[config.mk]
export PLATFORM = sky130hd
export DESIGN_NAME = dipc_power_control
export DESIGN_NICKNAME = d
export VERILOG_FILES = /design/src/design/dipc_pkg.sv /design/src/design/dipc_power_control.sv
export VERILOG_INCLUDE_DIRS = /design/src /design/src/design
export SDC_FILE = /design/constraint.sdc
export NUM_CORES = 1
export LEC_CHECK = 0
export ABC_CLOCK_PERIOD_IN_PS = 2900
export BUFFER_PORTS_ARGS = -buffer_cell sky130_fd_sc_hd__buf_2
export CORE_MARGIN = 3
export CORE_UTILIZATION = 50
export DETAILED_ROUTE_END_ITERATION = 7
export PLACE_DENSITY = 0.76
export SYNTH_ARGS = -nofsm -noshare
export SYNTH_HDL_FRONTEND = slang
export SYNTH_SLANG_ARGS = --single-unit
[constraint.sdc]
create_clock -name clock -period 2.9 [get_ports clock]
set_input_delay 0.58 -clock clock [delete_from_list [all_inputs] [get_ports clock]]
set_output_delay 0.58 -clock clock [all_outputs]
set_load 0.1 [all_outputs]
[src/design/dipc_cfg.svh]
// Offsets, field positions, reset values and timing counts of the power-mode control block
`ifndef DIPC_CFG_SVH
`define DIPC_CFG_SVH
`define DIPC_OFF_VREG 12'h000
`define DIPC_OFF_SLOW 12'h004
`define DIPC_OFF_STAT 12'h008
`define DIPC_VREG_PM_BIT 1
`define DIPC_VREG_RSVD_BIT 0
`define DIPC_VREG_RESET 8'h01
`define DIPC_SLOW_IDLE_BIT 7
`define DIPC_SLOW_EN_BIT 6
`define DIPC_SLOW_ROI_BIT 5
`define DIPC_SLOW_SOR_BIT 4
`define DIPC_SLOW_RATIO_HI 2
`define DIPC_SLOW_RESET 8'h00
`define DIPC_SLOW_MASK 8'hF7
`define DIPC_WAKE_NORM_CYC 16'h0004
`define DIPC_WAKE_LP_EXTRA_CYC 16'h0010
`endif

[src/design/dipc_pkg.sv]
// Types of the power-mode control block
package dipc_pkg;
   typedef enum logic [1:0] {
      DIPC_RUN,
      DIPC_IDLE,
      DIPC_SLEEP,
      DIPC_WAKE
   } dipc_state_t;
endpackage

[src/design/dipc_power_control.sv]
// Power-mode control: regulator mode, idle, CPU slowdown and wake delay
//
// The register addresses and register access over APB are this design's own decisions.
`timescale 1ns/1ns
`include "dipc_cfg.svh"
module dipc_power_control #(
   parameter int WAKE_NORM = 4,
   parameter int WAKE_LP_EXTRA = 16
) (
   input wire logic clock,
   input wire logic sys_rst,
   input wire logic powerOnReset,
   input wire logic psel,
   input wire logic penable,
   input wire logic pwrite,
   input wire logic [11:0] paddr,
   input wire logic [31:0] pwdata,
   output logic [31:0] prdata,
   output logic pready,
   output logic pslverr,
   input wire logic sleepRequest,
   input wire logic wakeEvent,
   input wire logic interruptEntry,
   input wire logic return_from_interrupt,
   input wire logic in_circuit_debug,
   output logic cpuCycleEnable,
   output logic cpuClockRun,
   output logic periphClockRun,
   output logic regulatorLowPower,
   output logic wakeDone
);
   import dipc_pkg::*;

   logic regulatorPower_reg;
   logic idleOnSleep_reg;
   logic slowdownEn_reg;
   logic recoverOnInt_reg;
   logic slowOnReturn_reg;
   logic [2:0] ratio_reg;
   logic [7:0] slowCount_reg;
   logic [15:0] wakeCount_reg;
   logic lpSleep_reg;
   dipc_state_t state_reg;
   logic setup;
   logic wrAccess;
   logic wrVreg;
   logic wrSlow;
   logic [7:0] ratioMax;
   logic [7:0] readMux;
   logic cycleNext;

   assign setup = psel && !penable;
   assign wrAccess = psel && penable && pwrite && pready;
   assign wrVreg = wrAccess && paddr == `DIPC_OFF_VREG;
   assign wrSlow = wrAccess && paddr == `DIPC_OFF_SLOW;
   assign ratioMax = 8'((9'h002 << ratio_reg) - 9'h001);

   // No wait state: ready in the first access cycle after setup
   always_ff @(posedge clock or posedge sys_rst) begin
      if (sys_rst) begin
         pready <= 1'b0;
      end else begin
         pready <= setup;
      end
   end

   always_comb begin
      readMux = 8'h00;
      unique case (paddr)
         `DIPC_OFF_VREG: readMux = {6'h00, regulatorPower_reg, 1'b1};
         `DIPC_OFF_SLOW: readMux = {idleOnSleep_reg, slowdownEn_reg, recoverOnInt_reg,
            slowOnReturn_reg, 1'b0, ratio_reg};
         `DIPC_OFF_STAT: readMux = {5'h00, lpSleep_reg, state_reg};
         default: readMux = 8'h00;
      endcase
   end

   always_ff @(posedge clock or posedge sys_rst) begin
      if (sys_rst) begin
         prdata <= 32'h00000000;
         pslverr <= 1'b0;
      end else if (setup) begin
         prdata <= pwrite ? 32'h00000000 : {24'h000000, readMux};
         pslverr <= !(paddr == `DIPC_OFF_VREG || paddr == `DIPC_OFF_SLOW
            || paddr == `DIPC_OFF_STAT);
      end
   end

   // Regulator mode register
   always_ff @(posedge clock or posedge sys_rst) begin
      if (sys_rst) begin
         regulatorPower_reg <= 1'b0;
      end else if (wrVreg) begin
         regulatorPower_reg <= pwdata[`DIPC_VREG_PM_BIT];
      end
   end

   // Idle bit survives warm resets; a power reset clears it
   always_ff @(posedge clock) begin
      if (powerOnReset) begin
         idleOnSleep_reg <= 1'b0;
      end else if (wrSlow && !sys_rst) begin
         idleOnSleep_reg <= pwdata[`DIPC_SLOW_IDLE_BIT];
      end
   end

   always_ff @(posedge clock or posedge sys_rst) begin
      if (sys_rst) begin
         recoverOnInt_reg <= 1'b0;
         slowOnReturn_reg <= 1'b0;
         ratio_reg <= 3'h0;
      end else if (wrSlow) begin
         recoverOnInt_reg <= pwdata[`DIPC_SLOW_ROI_BIT];
         slowOnReturn_reg <= pwdata[`DIPC_SLOW_SOR_BIT];
         ratio_reg <= pwdata[`DIPC_SLOW_RATIO_HI:0];
      end
   end

   // Hardware set and clear take priority over a software write
   always_ff @(posedge clock or posedge sys_rst) begin
      if (sys_rst) begin
         slowdownEn_reg <= 1'b0;
      end else if (interruptEntry && recoverOnInt_reg) begin
         slowdownEn_reg <= 1'b0;
      end else if (return_from_interrupt && slowOnReturn_reg) begin
         slowdownEn_reg <= 1'b1;
      end else if (wrSlow) begin
         slowdownEn_reg <= pwdata[`DIPC_SLOW_EN_BIT];
      end
   end

   // Free-running slowdown counter
   always_ff @(posedge clock or posedge sys_rst) begin
      if (sys_rst) begin
         slowCount_reg <= 8'h00;
      end else if (slowCount_reg >= ratioMax) begin
         slowCount_reg <= 8'h00;
      end else begin
         slowCount_reg <= slowCount_reg + 8'h01;
      end
   end

   always_comb begin
      cycleNext = 1'b1;
      if (slowdownEn_reg && !in_circuit_debug) begin
         cycleNext = slowCount_reg >= ratioMax;
      end
   end

   // Sleep and wake sequencing
   always_ff @(posedge clock or posedge sys_rst) begin
      if (sys_rst) begin
         state_reg <= DIPC_RUN;
         wakeCount_reg <= 16'h0000;
         lpSleep_reg <= 1'b0;
      end else begin
         unique case (state_reg)
            DIPC_RUN: begin
               if (sleepRequest) begin
                  state_reg <= idleOnSleep_reg ? DIPC_IDLE : DIPC_SLEEP;
                  lpSleep_reg <= regulatorPower_reg && !idleOnSleep_reg;
               end
            end
            DIPC_IDLE: begin
               if (wakeEvent) begin
                  state_reg <= DIPC_RUN;
               end
            end
            DIPC_SLEEP: begin
               if (wakeEvent) begin
                  state_reg <= DIPC_WAKE;
                  wakeCount_reg <= lpSleep_reg ? 16'(WAKE_NORM + WAKE_LP_EXTRA)
                     : 16'(WAKE_NORM);
               end
            end
            DIPC_WAKE: begin
               if (wakeCount_reg <= 16'h0001) begin
                  state_reg <= DIPC_RUN;
                  lpSleep_reg <= 1'b0;
               end else begin
                  wakeCount_reg <= wakeCount_reg - 16'h0001;
               end
            end
         endcase
      end
   end

   always_ff @(posedge clock or posedge sys_rst) begin
      if (sys_rst) begin
         cpuCycleEnable <= 1'b0;
         cpuClockRun <= 1'b0;
         periphClockRun <= 1'b0;
         regulatorLowPower <= 1'b0;
         wakeDone <= 1'b0;
      end else begin
         cpuCycleEnable <= cycleNext && state_reg == DIPC_RUN;
         cpuClockRun <= state_reg == DIPC_RUN;
         periphClockRun <= state_reg == DIPC_RUN || state_reg == DIPC_IDLE;
         regulatorLowPower <= state_reg == DIPC_SLEEP && lpSleep_reg;
         wakeDone <= state_reg == DIPC_WAKE && wakeCount_reg <= 16'h0001;
      end
   end

   property p_recover;
      @(posedge clock) disable iff (sys_rst)
      interruptEntry && recoverOnInt_reg |=> !slowdownEn_reg;
   endproperty
   a_recover: assert property (p_recover) else $error("slowdown not cleared");

   property p_return;
      @(posedge clock) disable iff (sys_rst)
      return_from_interrupt && slowOnReturn_reg && !interruptEntry |=> slowdownEn_reg;
   endproperty
   a_return: assert property (p_return) else $error("slowdown not set");

   property p_full;
      @(posedge clock) disable iff (sys_rst)
      !$past(sys_rst) && (!slowdownEn_reg || in_circuit_debug) && state_reg == DIPC_RUN
         |=> cpuCycleEnable;
   endproperty
   a_full: assert property (p_full) else $error("cpu cycle dropped");

   property p_ratio2;
      @(posedge clock) disable iff (sys_rst)
      slowdownEn_reg && !in_circuit_debug && ratio_reg == 3'h0 && cpuCycleEnable
         ##0 $stable(slowdownEn_reg) && $stable(in_circuit_debug) |=> !cpuCycleEnable;
   endproperty
   a_ratio2: assert property (p_ratio2) else $error("ratio 1:2 broken");

   property p_idle;
      @(posedge clock) disable iff (sys_rst)
      state_reg == DIPC_IDLE |=> periphClockRun && !cpuClockRun;
   endproperty
   a_idle: assert property (p_idle) else $error("idle clocks wrong");

   property p_sleep;
      @(posedge clock) disable iff (sys_rst)
      state_reg == DIPC_SLEEP |=> !periphClockRun;
   endproperty
   a_sleep: assert property (p_sleep) else $error("sleep clocks wrong");

   property p_rsvd;
      @(posedge clock) disable iff (sys_rst)
      pready && !pwrite && paddr == `DIPC_OFF_VREG |-> prdata[7:0] == {6'h00, prdata[1], 1'b1};
   endproperty
   a_rsvd: assert property (p_rsvd) else $error("reserved bits wrong");

   property p_lpwake;
      @(posedge clock) disable iff (sys_rst)
      state_reg == DIPC_SLEEP && wakeEvent && lpSleep_reg |=> !wakeDone [*8];
   endproperty
   a_lpwake: assert property (p_lpwake) else $error("wake too early");

   property p_regreset;
      @(posedge clock) $fell(sys_rst) |-> !regulatorPower_reg;
   endproperty
   a_regreset: assert property (p_regreset) else $error("regulator reset wrong");

   property p_hold;
      @(posedge clock) disable iff (sys_rst)
      interruptEntry && !recoverOnInt_reg && !return_from_interrupt && !wrSlow
         |=> $stable(slowdownEn_reg);
   endproperty
   a_hold: assert property (p_hold) else $error("slowdown changed on entry");

   property p_keep;
      @(posedge clock) disable iff (sys_rst)
      return_from_interrupt && !slowOnReturn_reg && !interruptEntry && !wrSlow
         |=> $stable(slowdownEn_reg);
   endproperty
   a_keep: assert property (p_keep) else $error("slowdown changed on return");

   property p_debug;
      @(posedge clock) disable iff (sys_rst)
      in_circuit_debug && !interruptEntry && !return_from_interrupt && !wrSlow
         |=> $stable(slowdownEn_reg);
   endproperty
   a_debug: assert property (p_debug) else $error("debug changed slowdown");

   property p_slow;
      @(posedge clock) disable iff (sys_rst)
      slowdownEn_reg && !in_circuit_debug && slowCount_reg < ratioMax |=> !cpuCycleEnable;
   endproperty
   a_slow: assert property (p_slow) else $error("cpu cycle not gated");

   property p_wrap;
      @(posedge clock) disable iff (sys_rst)
      slowCount_reg >= ratioMax |=> slowCount_reg == 8'h00;
   endproperty
   a_wrap: assert property (p_wrap) else $error("slowdown counter did not wrap");

   property p_lpentry;
      @(posedge clock) disable iff (sys_rst)
      state_reg == DIPC_RUN && sleepRequest
         |=> lpSleep_reg == ($past(regulatorPower_reg) && !$past(idleOnSleep_reg));
   endproperty
   a_lpentry: assert property (p_lpentry) else $error("sleep regulator mode wrong");

   property p_normreg;
      @(posedge clock) disable iff (sys_rst)
      !(state_reg == DIPC_SLEEP && lpSleep_reg) |=> !regulatorLowPower;
   endproperty
   a_normreg: assert property (p_normreg) else $error("regulator left normal mode");

   property p_wakeone;
      @(posedge clock) disable iff (sys_rst)
      wakeDone |=> !wakeDone;
   endproperty
   a_wakeone: assert property (p_wakeone) else $error("wake pulse too long");

   property p_upper;
      @(posedge clock) disable iff (sys_rst)
      pready |-> prdata[31:8] == 24'h000000;
   endproperty
   a_upper: assert property (p_upper) else $error("upper read bits set");

   property p_slowrsvd;
      @(posedge clock) disable iff (sys_rst)
      pready && !pwrite && paddr == `DIPC_OFF_SLOW |-> !prdata[3];
   endproperty
   a_slowrsvd: assert property (p_slowrsvd) else $error("slowdown bit 3 set");

   property p_idlepor;
      @(posedge clock) powerOnReset |=> !idleOnSleep_reg;
   endproperty
   a_idlepor: assert property (p_idlepor) else $error("idle not cleared");

   property p_idlewarm;
      @(posedge clock) sys_rst && !powerOnReset |=> $stable(idleOnSleep_reg);
   endproperty
   a_idlewarm: assert property (p_idlewarm) else $error("idle lost on reset");

   c_idle: cover property (@(posedge clock) state_reg == DIPC_IDLE);
   c_wake: cover property (@(posedge clock) wakeDone);
   c_slow: cover property (@(posedge clock) slowdownEn_reg && ratio_reg == 3'h7);
   c_lpsleep: cover property (@(posedge clock) regulatorLowPower);
   c_debug: cover property (@(posedge clock) slowdownEn_reg && in_circuit_debug && cpuCycleEnable);
endmodule

==> impl_metrics.toml, run 1 <==
[outcome]
status = "complete, no violations"

[critical_path]
critPathArrivalTime_ps = 2780
crit_family = "simple AND/OR/NAND/NOR gates"
cp.required_ps = 3080
worst-path-buf-inv = 1
startpoint_type = "flip-flop"
crit_path_top_delay_cell = "dfrtp_1"
crit_top_cell = "ha_1"
cpPeakStageDelay_ps = 440
path_max_fanout = 7
crit_chain = "or3_1 > ha_1 > nor3_1 > a21oi_1 > o21a_1 > ha_1 > nand4_1 > o221ai_1 > buf_4 > nor2_1"
end_kind = "flip-flop"
critical_path_class = "flip-flop to flip-flop"

[floorplanning]
io_pins = 94
start_util_pct = 52.2
die_w_um = 79.5
core_region_area_sq_um = 5170
die_area_sq_um = 6320
die_h_um = 79.5
rows = 26

[layout]
area_growth_pct = 10.3
final_util_pct = 57.6
finalInstanceArea_sq_um = 2980
drive_gt1_share_pct = 19.9
antenna_cells = 0
final_nets = 387
largest_register_ffs = 16
nFillCells = 483
final_cells = 392

[route]
ant_nets = 0
via_count = 2062
drt_iter0_markers = 103
routed_via_density = 5.26
drcViolationCount = 0
drtPass1Iterations = 4
wire_per_inst_um = 13.6
finalWirelength_um = 5320

[clock_tree]
cts_tree = "done"
h-tree-depth = 2
cts_buffer_depth = 2
post_cts_buffers = 0
cts_resized = 0
cts-root-buf = "clkbuf_8"
path_clk_slew_ps = 80
clkSinkCount = 49
clk_latency_ps = 300
numCtsBuffers = 5
cts_hold_buf = 0

[placement]
dpl.hpwl_um = 3880
post-place-cells = 384
dpl_worst_slack_ps = 334
place_area_sq_um = 2900
io_buffers = 43
gp_congestion = 0.878

[job]
cap_viol_max_count = 0

[sta]
min_period_ps = 2600
tightest_slew_ps = 980
finClkSkew_ps = 13.0
rsz0062_at_grt = "false"
hold_viol = 0
setup_viol = 0
slew_headroom_pct = 34.6
slew_violations = 0
setup_tns_ps = 0
setup_slack_ps = 302
finalCritPeriodShare_pct = 89.6
hold_slack_ps = 435
fmax_mhz = 385

[synthesis]
yosysMostFrequentCell = "dfrtp_1"
yosysSeqAreaShare_pct = 45.2
netlist_area_sq_um = 2700
synth_seq_cells = 49
ys.flop_type = "dfrtp_1"
async_reset_ff_share_pct = 98.0
syn_inst = 276
avgSynthCellArea_sq_um = 9.78
synth.top_cell.area_share_pct = 44.5
synth_area_leaders = "dfrtp_1 44%, buf_4 7.2%, ha_1 5.1%"
yosysUniqueCellTypes = 47
synthTopCellsByCount = "48 x dfrtp_1, 26 x buf_4, 24 x nor2_1"
synth.largest_area_cell = "dfrtp_1"
yosys_warnings = 0
synth_edf_count = 0

[pwr]
power.static_leakage_nw = 1.49
ir_worst_vdd_mv = 0.516
p_total_mw = 2.52
powerDensity_nw_per_um2 = 845

[worst_hold_path]
min_path_type = "primary input to flip-flop"

[global_route]
grt_overflow = 0
antenna_found_initial = 0
grt_pass1_wl_um = 9130
track_usage_pct = 18.2
grt_pass1_vias = 2002
grt_max_degree = 49
metal layers:
layer  share of wire [%]  GRT usage (%)
met1                  45           22.8
met2                  51           31.0
met3                 3.4           4.18
met4                0.88           5.67
met5                   0              0
placed cells by master (no fill, tap or decap), types with 2 or more instances in the layout:
cell / netlist / layout
a22o_1: 4 / 4
a211oi_1: 4 / 4
nand2b_1: 2 / 2
or3_1: 3 / 3
nand4_1: 2 / 2
clkbuf_8: 0 / 5
xor2_1: 8 / 8
nor3b_1: 2 / 2
a21oi_1: 13 / 13
o41ai_1: 2 / 2
xnor2_1: 5 / 5
clkbuf_1: 6 / 2
or4_1: 5 / 5
nand3_1: 11 / 11
dfrtp_1: 48 / 48
buf_4: 26 / 3
nand2_1: 23 / 23
buf_2: 0 / 43
nor2_1: 24 / 24
nor4_1: 7 / 7
o31ai_1: 5 / 5
inv_1: 13 / 12
o21ai_0: 8 / 8
ha_1: 11 / 11
conb_1: 1 / 25
and3_1: 5 / 5
mux2i_1: 7 / 7
o211ai_1: 4 / 4
mux2_2: 4 / 4
nor3_1: 4 / 4
power breakdown:
group / total, mW / switching [mW] / internal, mW
Sequential: 1.05 / 0.201 / 0.847
Clock: 0.392 / 0.222 / 0.170
Combinational: 1.08 / 0.755 / 0.323
cells by family after synthesis:
kind of cell	Yosys count	share of synthesized area, %
mux	11	4.26
other cells	1	0.139
xor+xnor	13	4.22
buf+inv	45	9.87
flops	49	45.2
compound gates	50	12.5
simple gates	96	18.7
fa+ha+maj	11	5.10
worst paths after layout:
kind	start	endpoint	slack, ps	cells after the start
worst max register to register	ratio_reg[2]	slowCount_reg[3]	300	10
min in group asynchronous	sys_rst	lpSleep_reg	520	2
worst min register to register	prdata[2]	prdata[2]	480	2
worst max-delay path	ratio_reg[2]	slowCount_reg[3]	300	10
worst min-delay path	powerOnReset	idleOnSleep_reg	440	2
max in group asynchronous	sys_rst	slowCount_reg[3]	1770	2
area by class of cell:
cell class	count	area, sq um	share of cell area (%)
tap	70	87.6	2.94
inverter	13	48.8	1.64
clock inverter	1	5.00	0.168
timing repair buffer	46	238	7.98
sequential	49	1220	41.0
clock buffer	7	76.3	2.56
multi-input combinational	206	1300	43.7
Power figures use the tool's default switching activity.
==> run 2, diff against run 1 <==
--- a/config.mk
+++ b/config.mk
@@ -6,11 +6,12 @@
 export SDC_FILE = /design/constraint.sdc
 export NUM_CORES = 1
 export LEC_CHECK = 0
-export ABC_CLOCK_PERIOD_IN_PS = 2900
+export ABC_CLOCK_PERIOD_IN_PS = 2800
 export BUFFER_PORTS_ARGS = -buffer_cell sky130_fd_sc_hd__buf_2
 export CORE_MARGIN = 3
 export CORE_UTILIZATION = 50
 export DETAILED_ROUTE_END_ITERATION = 7
+export MAX_ROUTING_LAYER = met4
 export PLACE_DENSITY = 0.76
 export SYNTH_ARGS = -nofsm -noshare
 export SYNTH_HDL_FRONTEND = slang
==> constraint.sdc (replaced) <==
create_clock -name clock -period 2.8 [get_ports clock]
set_input_delay 0.56 -clock clock [delete_from_list [all_inputs] [get_ports clock]]
set_output_delay 0.56 -clock clock [all_outputs]
set_load 0.1 [all_outputs]
==> run 2 against run 1 <==
Sequential share of layout area decreased by 0.68 points. Register-to-register slack got worse by 80 ps. Power increased by 8.7%. Setup slack got worse by 77 ps. Critical path depth unchanged. Maximum frequency increased by 0.88%. Non-clock buffer count increased by 2. First-iteration DRC count decreased by 34%. Wire length decreased by 0.70%. Largest cell class unchanged. Highest routed layer unchanged.
==> impl_metrics.toml, run 2 (same netlist as run 1, synthesis figures left out) <==
[clock_tree]
path_clk_slew_ps = 90
h-tree-depth = 2
post_cts_buffers = 0
cts_hold_buf = 0
numCtsBuffers = 5
cts_buffer_depth = 2
cts_tree = "done"
clkSinkCount = 49
clk_latency_ps = 300
cts_resized = 0
cts-root-buf = "clkbuf_8"

[floorplanning]
io_pins = 94
die_w_um = 79.5
die_h_um = 79.5
start_util_pct = 52.2
rows = 26
core_region_area_sq_um = 5170
die_area_sq_um = 6320

[route]
drcViolationCount = 0
via_count = 2082
drt_iter0_markers = 68
routed_via_density = 5.28
ant_nets = 0
finalWirelength_um = 5290
drtPass1Iterations = 4
wire_per_inst_um = 13.4

[global_route]
track_usage_pct = 19.4
grt_overflow = 0
grt_max_degree = 49
antenna_found_initial = 0
grt_pass1_wl_um = 9490
grt_pass1_vias = 2092

[critical_path]
crit_top_cell = "ha_1"
worst-path-buf-inv = 1
crit_chain = "or3_1 > ha_1 > xnor2_1 > ha_1 > nand2_1 > nor2_1 > a211oi_1 > o221ai_1 > buf_4 > o31a_1"
crit_path_top_delay_cell = "or3_1"
critical_path_class = "flip-flop to flip-flop"
path_max_fanout = 6
end_kind = "flip-flop"
crit_family = "compound AO/OA/AOI/OAI gates"
cpPeakStageDelay_ps = 400
critPathArrivalTime_ps = 2770
cp.required_ps = 2990
startpoint_type = "flip-flop"

[layout]
final_cells = 394
antenna_cells = 0
drive_gt1_share_pct = 20.7
mostFrequentLayoutCell = "dfrtp_1"
area_growth_pct = 12.2
final_cell_mix = "48 x dfrtp_1, 43 x buf_2, 25 x conb_1"
largest_register_ffs = 16
finalInstanceArea_sq_um = 3030
final_nets = 389

[sta]
rsz0062_at_grt = "false"
fmax_mhz = 388
min_period_ps = 2580
finalCritPeriodShare_pct = 92.0
hold_viol = 0
finClkSkew_ps = 6.23
slew_headroom_pct = 34.0
setup_tns_ps = 0
tightest_slew_ps = 988
slew_violations = 0
setup_viol = 0

[placement]
io_buffers = 43
post-place-cells = 386
place_area_sq_um = 2910
dpl.hpwl_um = 3860
gp_congestion = 0.914

[outcome]
status = "complete, no violations"

[worst_hold_path]
min_path_type = "primary input to flip-flop"

[pwr]
power.static_leakage_nw = 1.51
ir_worst_vdd_mv = 0.580
powerDensity_nw_per_um2 = 904

[job]
cap_viol_max_count = 0
run 2: final timing paths:
kind                         startpoint                to  cells after the start  slack (ps)
max                        ratio_reg[2]    cpuCycleEnable                     10         220
max in group asynchronous       sys_rst  wakeCount_reg[3]                      2        1700
min                        powerOnReset   idleOnSleep_reg                      2         400
min in group asynchronous       sys_rst         prdata[5]                      2         500
min reg2reg                   prdata[2]         prdata[2]                      2         480
max reg2reg                ratio_reg[2]    cpuCycleEnable                     10         220
run 2: worst reg2reg max path, cell delays in order (launching register included):
cell,delay [ps]
dfrtp_1,380
or3_1,400
ha_1,280
xnor2_1,210
ha_1,260
nand2_1,70
nor2_1,50
a211oi_1,190
o221ai_1,210
buf_4,180
o31a_1,230
run 2: where the power goes:
group	switching [mW]	internal, mW
sequential	0.214	0.877
clock	0.234	0.291
combinational	0.780	0.341
total	1.23	1.51
run 2: final cells by class:
| cell class | count | area, sq um |
|---|---|---|
| clock inverters | 1 | 30.0 |
| multi-input cells | 206 | 1300 |
| inverters | 13 | 48.8 |
| fillers | 458 | 2140 |
| clock buffers | 7 | 86.3 |
| repair buffers | 48 | 253 |
| flip-flops and latches | 49 | 1220 |
| well taps | 70 | 87.6 |
run 2: layer usage:
| metal | vias up | share of wire (%) | track usage [%] |
|---|---|---|---|
| met5 | - | 0 | - |
| met4 | 0 | 1.3 | 7.22 |
| met3 | 7 | 3.7 | 3.39 |
| met2 | 41 | 51 | 32.0 |
| met1 | 1008 | 44 | 24.0 |
| li1 | 1026 | - | - |
run 2: through the flow:
stage / worst slack [ps] / util [%] / power, mW / hold slack (ps)
floorplan: 198 / - / 2.01 / 460
global placement: 299 / 56.3 / 2.18 / 461
detailed placement: 242 / 56.3 / 2.21 / 460
CTS: 213 / 58.6 / 2.75 / 387
global route: 20.9 / 58.6 / 2.95 / 389
finish: 225 / 58.6 / 2.74 / 399
